File: config.mk
export PLATFORM = sky130hd
export DESIGN_NAME = pos_top
export DESIGN_NICKNAME = d
export VERILOG_FILES = /design/src/rtl/pos_flag.v /design/src/rtl/pos_top.v
export VERILOG_INCLUDE_DIRS = /design/src /design/src/rtl
export SDC_FILE = /design/constraint.sdc
export NUM_CORES = 1
export LEC_CHECK = 0
export ABC_AREA = 0
export BUFFER_PORTS_ARGS = -buffer_cell sky130_fd_sc_hd__buf_2
export CORE_MARGIN = 2
export CORE_UTILIZATION = 25
export CTS_CLUSTER_DIAMETER = 40
export DETAILED_ROUTE_END_ITERATION = 16
export HOLD_SLACK_MARGIN = 0.12
export PLACE_DENSITY = 0.46
export SYNTH_ARGS = -nofsm -noshare
export SYNTH_HDL_FRONTEND = slang
export SYNTH_SLANG_ARGS = --single-unit
File: constraint.sdc
create_clock -name sys_clk_i -period 1.5 [get_ports sys_clk_i]
set_input_delay 0 -clock sys_clk_i [delete_from_list [all_inputs] [get_ports sys_clk_i]]
set_output_delay 0 -clock sys_clk_i [all_outputs]
set_load 0.01 [all_outputs]
File: src/rtl/pos_consts.vh
`ifndef POS_CONSTS_VH
`define POS_CONSTS_VH

// Command codes seen on the command port.
`define POS_CMD_CLEAR_FAULTS 8'h03
`define POS_CMD_ALERT_MASK 8'h1B
`define POS_CMD_STATUS_BYTE 8'h78
`define POS_CMD_STATUS_WORD 8'h79
`define POS_CMD_OUTPUT_VOLTAGE_STATUS 8'h7A
`define POS_CMD_OUTPUT_CURRENT_STATUS 8'h7B
`define POS_CMD_ALERT_MASK_EXT 8'hE0

// Positions in the latched flag vector.
`define POS_VOUT_LSB 0
`define POS_IOUT_LSB 8
`define POS_BIT_OVF 7
`define POS_BIT_OVW 6
`define POS_BIT_UVW 5
`define POS_BIT_UVF 4
`define POS_BIT_LIMIT 3
`define POS_BIT_TON 2
`define POS_BIT_OCF 15
`define POS_BIT_OCW 13
`define POS_BIT_UCF 12
`define POS_BIT_BUSY 16
`define POS_BIT_UNKNOWN 17

// Implemented flags: output voltage 7:2, output current 7, 5, 4, busy and unknown.
`define POS_FLAG_IMPL 18'h3B0FC
`define POS_VOUT_IMPL 8'hFC
`define POS_IOUT_IMPL 8'hB0
`define POS_BYTE_IMPL 8'h81
`define POS_EXT_IMPL 3'h7

// Status summary fields.
`define POS_SBYTE_BUSY 7
`define POS_SBYTE_UNKNOWN 0

// Special write values of the summary word and byte.
`define POS_WORD_CLR_BUSY 16'h0080
`define POS_WORD_CLR_BOTH 16'h0180
`define POS_BYTE_CLR_BUSY 8'h80

// Reset values.
`define POS_RST_FLAG 1'h0
`define POS_RST_MASK 8'h00
`define POS_RST_EXT 3'h0
`define POS_RST_DATA 16'h0000

`endif

File: src/rtl/pos_flag.v
`timescale 1ns/10ps
`default_nettype none

module pos_flag (
  input wire sys_clk_i,
  input wire rst_n_i,
  input wire set_i,
  input wire clr_i,
  output reg flag_o
);

  `include "pos_consts.vh"

  reg next_flag;

  // A set in the same cycle as a clear wins, so no event is lost.
  always @* begin
    next_flag = flag_o;
    if (set_i) begin
      next_flag = 1'h1;
    end else if (clr_i) begin
      next_flag = 1'h0;
    end
  end

  always @(posedge sys_clk_i) begin
    if (!rst_n_i) begin
      flag_o <= `POS_RST_FLAG;
    end else begin
      flag_o <= next_flag;
    end
  end

endmodule

`default_nettype wire

File: src/rtl/pos_top.v
`timescale 1ns/10ps
`default_nettype none

module pos_top (
  input wire sys_clk_i,
  input wire rst_n_i,
  input wire cmd_valid_i,
  input wire cmd_write_i,
  input wire [7:0] cmd_code_i,
  input wire [15:0] cmd_data_i,
  input wire ovp_fixed_i,
  input wire ovp_track_i,
  input wire ovp_prebias_i,
  input wire out_overvolt_warn_i,
  input wire out_undervolt_warn_i,
  input wire out_undervolt_fault_i,
  input wire out_level_limit_violation_i,
  input wire turn_on_time_exceeded_i,
  input wire out_overcurrent_fault_i,
  input wire out_overcurrent_warn_i,
  input wire out_undercurrent_fault_i,
  input wire busy_fault_i,
  input wire unknown_fault_i,
  input wire conv_off_i,
  input wire [2:0] byte_live_i,
  input wire [3:0] word_live_i,
  output reg rsp_valid_o,
  output reg [15:0] rsp_data_o,
  output reg alert_o
);

  `include "pos_consts.vh"

  localparam [17:0] FLAG_IMPL = `POS_FLAG_IMPL;

  wire ovf_any;
  wire [17:0] set_vec;
  wire [17:0] flags;
  wire wr_cmd;
  wire rd_cmd;
  wire [7:0] vout_view;
  wire [7:0] iout_view;
  wire [7:0] sbyte_view;
  wire [15:0] sword_view;

  reg [17:0] next_clr;
  reg [7:0] vout_mask;
  reg [7:0] iout_mask;
  reg [7:0] byte_mask;
  reg [2:0] ext_mask;
  reg [2:0] ovf_src;
  reg [2:0] next_ovf_src;
  reg [7:0] next_vout_mask;
  reg [7:0] next_iout_mask;
  reg [7:0] next_byte_mask;
  reg [2:0] next_ext_mask;
  reg [15:0] next_rsp_data;
  reg [7:0] mask_view;
  reg ovf_alert;
  reg other_alert;
  reg next_alert;

  assign wr_cmd = cmd_valid_i & cmd_write_i;
  assign rd_cmd = cmd_valid_i & ~cmd_write_i;

  // Any of the three protection sources raises the overvoltage fault.
  assign ovf_any = ovp_fixed_i | ovp_track_i | ovp_prebias_i;

  // Detector events placed at their flag positions.
  assign set_vec[`POS_BIT_OVF] = ovf_any;
  assign set_vec[`POS_BIT_OVW] = out_overvolt_warn_i;
  assign set_vec[`POS_BIT_UVW] = out_undervolt_warn_i;
  assign set_vec[`POS_BIT_UVF] = out_undervolt_fault_i;
  assign set_vec[`POS_BIT_LIMIT] = out_level_limit_violation_i;
  assign set_vec[`POS_BIT_TON] = turn_on_time_exceeded_i;
  assign set_vec[1:0] = 2'h0;
  assign set_vec[`POS_BIT_OCF] = out_overcurrent_fault_i;
  assign set_vec[14] = 1'h0;
  assign set_vec[`POS_BIT_OCW] = out_overcurrent_warn_i;
  assign set_vec[`POS_BIT_UCF] = out_undercurrent_fault_i;
  assign set_vec[11:8] = 4'h0;
  assign set_vec[`POS_BIT_BUSY] = busy_fault_i;
  assign set_vec[`POS_BIT_UNKNOWN] = unknown_fault_i;

  // One latched cell per implemented flag; unimplemented positions stay zero.
  genvar gi;
  generate
    for (gi = 0; gi < 18; gi = gi + 1) begin : g_flag
      if (FLAG_IMPL[gi]) begin : g_impl
        pos_flag u_flag (
          .sys_clk_i(sys_clk_i),
          .rst_n_i(rst_n_i),
          .set_i(set_vec[gi]),
          .clr_i(next_clr[gi]),
          .flag_o(flags[gi])
        );
      end else begin : g_none
        assign flags[gi] = 1'h0;
      end
    end
  endgenerate

  // Clear strobes decoded from host writes.
  always @* begin
    next_clr = 18'h00000;
    if (wr_cmd) begin
      case (cmd_code_i)
        `POS_CMD_CLEAR_FAULTS: begin
          next_clr = FLAG_IMPL;
        end
        `POS_CMD_OUTPUT_VOLTAGE_STATUS: begin
          next_clr[7:0] = cmd_data_i[7:0] & `POS_VOUT_IMPL;
        end
        `POS_CMD_OUTPUT_CURRENT_STATUS: begin
          next_clr[15:8] = cmd_data_i[7:0] & `POS_IOUT_IMPL;
        end
        `POS_CMD_STATUS_WORD: begin
          if (cmd_data_i == `POS_WORD_CLR_BUSY) begin
            next_clr[`POS_BIT_BUSY] = 1'h1;
          end else if (cmd_data_i == `POS_WORD_CLR_BOTH) begin
            next_clr[`POS_BIT_BUSY] = 1'h1;
            next_clr[`POS_BIT_UNKNOWN] = 1'h1;
          end
        end
        `POS_CMD_STATUS_BYTE: begin
          if (cmd_data_i[7:0] == `POS_BYTE_CLR_BUSY) begin
            next_clr[`POS_BIT_BUSY] = 1'h1;
          end
        end
        default: begin
          next_clr = 18'h00000;
        end
      endcase
    end
  end

  // Which overvoltage sources were seen since the fault flag was last cleared.
  always @* begin
    next_ovf_src = ovf_src;
    if (next_clr[`POS_BIT_OVF]) begin
      next_ovf_src = 3'h0;
    end
    next_ovf_src = next_ovf_src | {ovp_prebias_i, ovp_track_i, ovp_fixed_i};
  end

  // Register views.
  assign vout_view = {flags[7:2], 2'h0};
  assign iout_view = {flags[15], 1'h0, flags[13:12], 4'h0};
  assign sbyte_view = {flags[`POS_BIT_BUSY], conv_off_i, flags[`POS_BIT_OVF],
                       flags[`POS_BIT_OCF], byte_live_i, flags[`POS_BIT_UNKNOWN]};
  assign sword_view = {|flags[7:0], |flags[15:8], word_live_i[3:1], 1'h0,
                       word_live_i[0], 1'h0, sbyte_view};

  // Mask register updates; each POS_CMD_ALERT_MASK write targets the status code in its low byte.
  always @* begin
    next_vout_mask = vout_mask;
    next_iout_mask = iout_mask;
    next_byte_mask = byte_mask;
    next_ext_mask = ext_mask;
    if (wr_cmd && cmd_code_i == `POS_CMD_ALERT_MASK) begin
      case (cmd_data_i[7:0])
        `POS_CMD_OUTPUT_VOLTAGE_STATUS: begin
          next_vout_mask = cmd_data_i[15:8] & `POS_VOUT_IMPL;
        end
        `POS_CMD_OUTPUT_CURRENT_STATUS: begin
          next_iout_mask = cmd_data_i[15:8] & `POS_IOUT_IMPL;
        end
        `POS_CMD_STATUS_BYTE: begin
          next_byte_mask = cmd_data_i[15:8] & `POS_BYTE_IMPL;
        end
        `POS_CMD_STATUS_WORD: begin
          next_byte_mask = cmd_data_i[15:8] & `POS_BYTE_IMPL;
        end
        default: begin
          next_byte_mask = byte_mask;
        end
      endcase
    end
    if (wr_cmd && cmd_code_i == `POS_CMD_ALERT_MASK_EXT) begin
      next_ext_mask = cmd_data_i[2:0] & `POS_EXT_IMPL;
    end
  end

  // Mask readback picks the register named in the low data byte.
  always @* begin
    case (cmd_data_i[7:0])
      `POS_CMD_OUTPUT_VOLTAGE_STATUS: begin
        mask_view = vout_mask;
      end
      `POS_CMD_OUTPUT_CURRENT_STATUS: begin
        mask_view = iout_mask;
      end
      `POS_CMD_STATUS_BYTE: begin
        mask_view = byte_mask;
      end
      `POS_CMD_STATUS_WORD: begin
        mask_view = byte_mask;
      end
      default: begin
        mask_view = 8'h00;
      end
    endcase
  end

  // Read answers; unknown codes answer zero.
  always @* begin
    case (cmd_code_i)
      `POS_CMD_STATUS_BYTE: begin
        next_rsp_data = {8'h00, sbyte_view};
      end
      `POS_CMD_STATUS_WORD: begin
        next_rsp_data = sword_view;
      end
      `POS_CMD_OUTPUT_VOLTAGE_STATUS: begin
        next_rsp_data = {8'h00, vout_view};
      end
      `POS_CMD_OUTPUT_CURRENT_STATUS: begin
        next_rsp_data = {8'h00, iout_view};
      end
      `POS_CMD_ALERT_MASK: begin
        next_rsp_data = {8'h00, mask_view};
      end
      `POS_CMD_ALERT_MASK_EXT: begin
        next_rsp_data = {13'h0000, ext_mask};
      end
      default: begin
        next_rsp_data = `POS_RST_DATA;
      end
    endcase
  end

  // Alert from unmasked latched flags; overvoltage also honours the extended mask.
  always @* begin
    ovf_alert = flags[`POS_BIT_OVF] & ~vout_mask[7] & (|(ovf_src & ~ext_mask));
    other_alert = (|(flags[6:2] & ~vout_mask[6:2])) |
                  (|(flags[15:8] & ~iout_mask)) |
                  (flags[`POS_BIT_BUSY] & ~byte_mask[`POS_SBYTE_BUSY]) |
                  (flags[`POS_BIT_UNKNOWN] & ~byte_mask[`POS_SBYTE_UNKNOWN]);
    next_alert = ovf_alert | other_alert;
  end

  always @(posedge sys_clk_i) begin
    if (!rst_n_i) begin
      vout_mask <= `POS_RST_MASK;
      iout_mask <= `POS_RST_MASK;
      byte_mask <= `POS_RST_MASK;
      ext_mask <= `POS_RST_EXT;
      ovf_src <= `POS_RST_EXT;
      rsp_valid_o <= 1'h0;
      rsp_data_o <= `POS_RST_DATA;
      alert_o <= 1'h0;
    end else begin
      vout_mask <= next_vout_mask;
      iout_mask <= next_iout_mask;
      byte_mask <= next_byte_mask;
      ext_mask <= next_ext_mask;
      ovf_src <= next_ovf_src;
      rsp_valid_o <= rd_cmd;
      if (rd_cmd) begin
        rsp_data_o <= next_rsp_data;
      end
      alert_o <= next_alert;
    end
  end

endmodule

`default_nettype wire

* After elaboration in Yosys (flattened, before gate mapping)
Index checks and enable logic that the tools add are counted.
Cells by class: equal/unequal tests 14, multiplexer cells 34, bitwise gates (word level) 23, reductions and logical operators 22
Operators by type and width (count):
- case mux 16 bit (6 select lines) | 1
- == test 8 x 7 -> 1 bit (second input constant) | 8
- case mux 8 bit (2 select lines) | 2
- 2-to-1 mux 1 bit | 25
- case mux 8 bit (3 select lines) | 1
- nonzero test 2 bit | 11
- 2-to-1 mux 18 bit | 1
- == test 16 x 8 -> 1 bit (second input constant) | 1
- == test 16 x 9 -> 1 bit (second input constant) | 1
- == test 8 bit (second input constant) | 2
- bitwise AND 8 bit | 1
- == test 8 x 2 -> 1 bit (second input constant) | 1
- == test 8 x 5 -> 1 bit (second input constant) | 1
- inverter 8 bit | 1
- OR reduction 8 bit | 1
- bitwise AND 1 bit | 6
- bitwise OR 1 bit | 6
- AND reduction 2 bit | 3
- OR reduction 3 bit | 2
- OR reduction 6 bit | 1
- bitwise AND 5 bit | 1
- inverter 5 bit | 1
- OR reduction 5 bit | 1
- inverter 1 bit | 4
- other kinds (9) | 10
Storage, ports and cells: register bits after elaboration 46, input bits 49, output and inout port bits 18

* Logic depth before layout (Yosys ltp)
word-level depth 7, mapped depth 6, depth with buffers taken out 5

* Hierarchy
Synthesis repeated with hierarchy kept, for this count alone.
Second synthesis, totals: cells, all modules 284, area total of the unflattened synthesis 2471.1 sq um
By module, submodules not included:
- pos_top | instances 1, cells an instance 251, area an instance 2016.9 sq um, sequential area each 660.6 sq um
- pos_flag | instances 11, cells an instance 3, area an instance 41.3 sq um, sequential area each 20.0 sq um

* Worst setup path after synthesis
Ideal clock, no wire load.
path kind input to register, from in cmd_data_i[7], to reg iout_mask[7], library setup time 0.128 ns, arrival time 1.144 ns, data required time 1.372 ns, slack 0.228 ns, stages on the path 6, path buffers 1, path through and4bb_2 nand4_2 or3_1 clkbuf_1 mux2i_1 nor2_1
Between the ends: cells in the longest elaborated chain, start to end 2
RTL lines:
- start: declaration | RTL line pos_top.v:10 | input wire [15:0] cmd_data_i,
- == test 8 x 7 -> 1 bit | RTL line pos_top.v:161 | case (cmd_data_i[7:0])
- AND reduction 2 bit (no line)
- end signal: assignment | RTL line pos_top.v:245 | iout_mask <= `POS_RST_MASK;
- end signal: assignment | RTL line pos_top.v:254 | iout_mask <= next_iout_mask;
- end: declaration | RTL line pos_top.v:48 | reg [7:0] iout_mask;
Every way passes these cells. A chain may end at the register's enable or synchronous reset.

* Worst setup path in the final report
from in cmd_data_i[0], to reg g_flag[16].g_impl.u_flag.flag_o
Between the ends: cells in the longest elaborated chain, start to end 6
RTL lines:
- == test 16 x 9 -> 1 bit (no line)
- 2-to-1 mux 2 bit | RTL line pos_top.v:120 | end else if (cmd_data_i == `POS_WORD_CLR_BOTH) begin
- 2-to-1 mux 1 bit | RTL line pos_top.v:118 | if (cmd_data_i == `POS_WORD_CLR_BUSY) begin
- case mux 1 bit (3 select lines) (*) | RTL line pos_top.v:107 | case (cmd_code_i)
- 2-to-1 mux 18 bit (*) | RTL line pos_top.v:106 | if (wr_cmd) begin
- nonzero test 2 bit (no line) (*)
- end signal: assignment | RTL line pos_flag.v:28 | flag_o <= `POS_RST_FLAG;
- end signal: assignment | RTL line pos_flag.v:30 | flag_o <= next_flag;
- end: declaration | RTL line pos_flag.v:9 | output reg flag_o
Mark *: on every way between the ends. The rest lies on a longest branch, timed or not.

==> flow_summary.yaml <==
status:
  outcome: "finished, final reports clean"
final_layout:
  synthToLayoutAreaGrowth_pct: 46.0
  num_antenna_cells: 0
  layoutNonFillerInstCount: 504
  fillCellCount: 926
  final_area_mm2: 0.00329
  drive_gt1_frac: 0.273
  nets: 444
yosys:
  synth-simple-area-share: 0.258
  yosysWarnings: 0
  synthesis.area_mm2: 0.00225
  ys_ff_latch: 44
  synth_compound_area_frac: 0.198
  synth_enable_flop_cells: 0
  synthArstFlopShare: 0
  synth_xor_area_frac: 0
  ys_types: 47
  synth_area_leaders: "dfxtp_1 39%, mux2i_1 8.9%, a21oi_1 7.6%"
  synthMuxAreaShare: 0.0888
  synth_top_family_by_area: "simple AND/OR/NAND/NOR gates"
  syn_inst: 278
  yosysMostFrequentCell: "dfxtp_1"
  yosysSeqAreaShare: 0.391
  synth_common_cells: "44 x dfxtp_1, 34 x a21oi_1, 29 x nor2_1"
  synth_adder_area_share: 0
  synth_flop_cell: "dfxtp_1"
  synth_area_per_cell_um2: 8.11
  synth_top_cell_area_share: 0.391
  synth.largest_area_cell: "dfxtp_1"
setup_path:
  crit_type: "input port to register"
  endpoint_kind: "register"
  cp-start-kind: "input port"
  worstPathRequired_ns: 1.68
  path_max_fanout: 4
  worstPathArrival_ns: 1.60
sta:
  skew_ns: 0.0147
  fmax_mhz: 707
  drv_slew: 0
  period_minus_slack_ns: 1.42
  rsz0062_at_grt: "no"
  fin_crit_sh: 0.943
  finalHoldViolCount: 0
  tns_ns: 0
  setup_viol: 0
power_and_ir_drop:
  power.total_mw: 2.55
  leakage_nw: 1.45
  p_per_area_mw_per_mm2: 774
  ir_drop_mv: 0.328
flow_run:
  maxCapViolCount: 0
floorplan:
  rows: 34
  io_pins: 67
  dieArea_mm2: 0.00979
  core_area_mm2: 0.00872
  initial_utilization: 0.258
  fp.dieW_um: 98.9
  dieHeight_um: 98.9
cts:
  clkSlewWorstSetupHoldPaths_ns: 0.08
  worstSkewPairLatency_ns: 0.31
  cts.sinks: 44
  numCtsBuffers: 5
  cts_max_path_buffers: 2
  cts_max_level: 2
  cts_tree: "done"
  cts_setup_buffers: 0
  clockRootBuffer: "clkbuf_8"
global_route:
  grt_pass1_vias: 2344
  antenna_found_initial: 0
  grt_max_degree: 22
  grt_pass1_wl_mm: 12.1
  grt_usage: 0.158
  overflow: 0
routing:
  routed_wl_mm: 7.69
  wl_per_cell_um: 15.2
  dr.pass1.iters: 4
  via_per_inst: 4.84
  drc: 0
  dr_total_vias: 2438
  antenna_left: 0
  drtIter0Drc: 139
placement:
  dp.cells: 464
  port_buffers: 64
  placedInstanceArea_mm2: 0.00285
  gp_congestion: 0.912
  hpwl_mm: 5.98
worst_hold_path:
  hp-class: "input port to register"
-- logic make-up (layout without fill, tap and decap cells) --
family | after synthesis | in the layout
buffers and inverters | 35 | 152
AO/OA/AOI/OAI | 76 | 76
other | 1 | 2
multiplexers | 20 | 20
flip-flops | 44 | 44
AND/OR/NAND/NOR | 102 | 102
-- cell usage in the layout (no fill, tap or decap), drive strengths merged, types with 2 or more instances in the layout --
cell,Yosys,routed
and3,2,2
clkinv,0,2
nand4,3,3
or3b,3,3
nand4bb,2,2
nor2,29,29
dfxtp,44,44
o21bai,3,3
o22ai,4,4
inv,21,21
a211oi,5,5
conb,1,2
nor3,8,8
and2,2,2
dlygate4sd3,0,32
and3b,3,3
o311ai,2,2
buf,5,91
clkbuf,9,5
nand3,12,12
and4bb,3,3
nand2,22,22
o21ai,18,18
nor4,7,7
a21oi,34,34
mux2i,20,20
-- worst max-delay path, stage by stage --
cell,delay (ns)
dlygate4sd3_1,0.53
buf_2,0.16
nor2_1,0.10
nand4_1,0.13
a2111oi_1,0.43
or3b_1,0.18
a21oi_1,0.05
-- layer usage --
metal  vias up  global-route usage  part of all wire
li1       1226                   -                 -
met1      1125               0.210              0.46
met2        75               0.252              0.45
met3        12              0.0355             0.064
met4         0              0.0580             0.021
met5         -                   0                 0
-- layout make-up --
type                    count  area, µm²  area share
inverters                  21       78.8      0.0240
repair buffers            123        843       0.256
clock buffers               5       68.8      0.0209
flip-flops and latches     44        881       0.268
well taps                 108        135      0.0411
clock inverters             3       47.5      0.0145
multi-input cells         200       1230       0.375
-- where the power goes --
group	leakage, nW	internal, mW	switching, mW
Combinational	1.03	0.189	0.181
Clock	0.0583	0.502	0.445
Sequential	0.360	1.20	0.0301
Total	1.45	1.89	0.656
-- path summary, 6_finish.rpt --
path,startpoint,to,slack (ns),depth (start not counted)
max,cmd_data_i[0],g_flag[16].g_impl.u_flag.flag_o,0.08,7
min,cmd_data_i[4],g_flag[12].g_impl.u_flag.flag_o,0.13,4
max reg2reg,g_flag[3].g_impl.u_flag.flag_o,rsp_data_o[15],0.17,3
min reg2reg,rsp_data_o[9],rsp_data_o[9],0.45,2
-- what timing repair did --
action,4_1_cts,5_1_grt
hold endpoints to repair,33,0
resized for setup,0,1
hold buffers,32,0
endpoints found under the setup margin,0,1
-- state kept, by name, summed over array words and instances (netlist names) --
signal	flops
iout_mask	3
ovf_src	3
ext_mask	3
byte_mask	2
alert_o	1
rsp_valid_o	1
vout_mask	6
g_flag.g_impl.u_flag.flag_o	11
rsp_data_o	14
-- per-stage QoR --
| step | hold WS, ns | utilization | setup slack [ns] |
|---|---|---|---|
| global placement | 0.228 | 0.327 | 0.00985 |
| CTS | 0.126 | 0.377 | 0.0628 |
| global route | 0.140 | 0.377 | 0.0182 |
| detailed placement | 0.232 | 0.327 | 0.00199 |
| finish | 0.126 | 0.377 | 0.0849 |
| floorplan | 0.115 | - | 0.228 |
(Power assumes the default switching activity.)
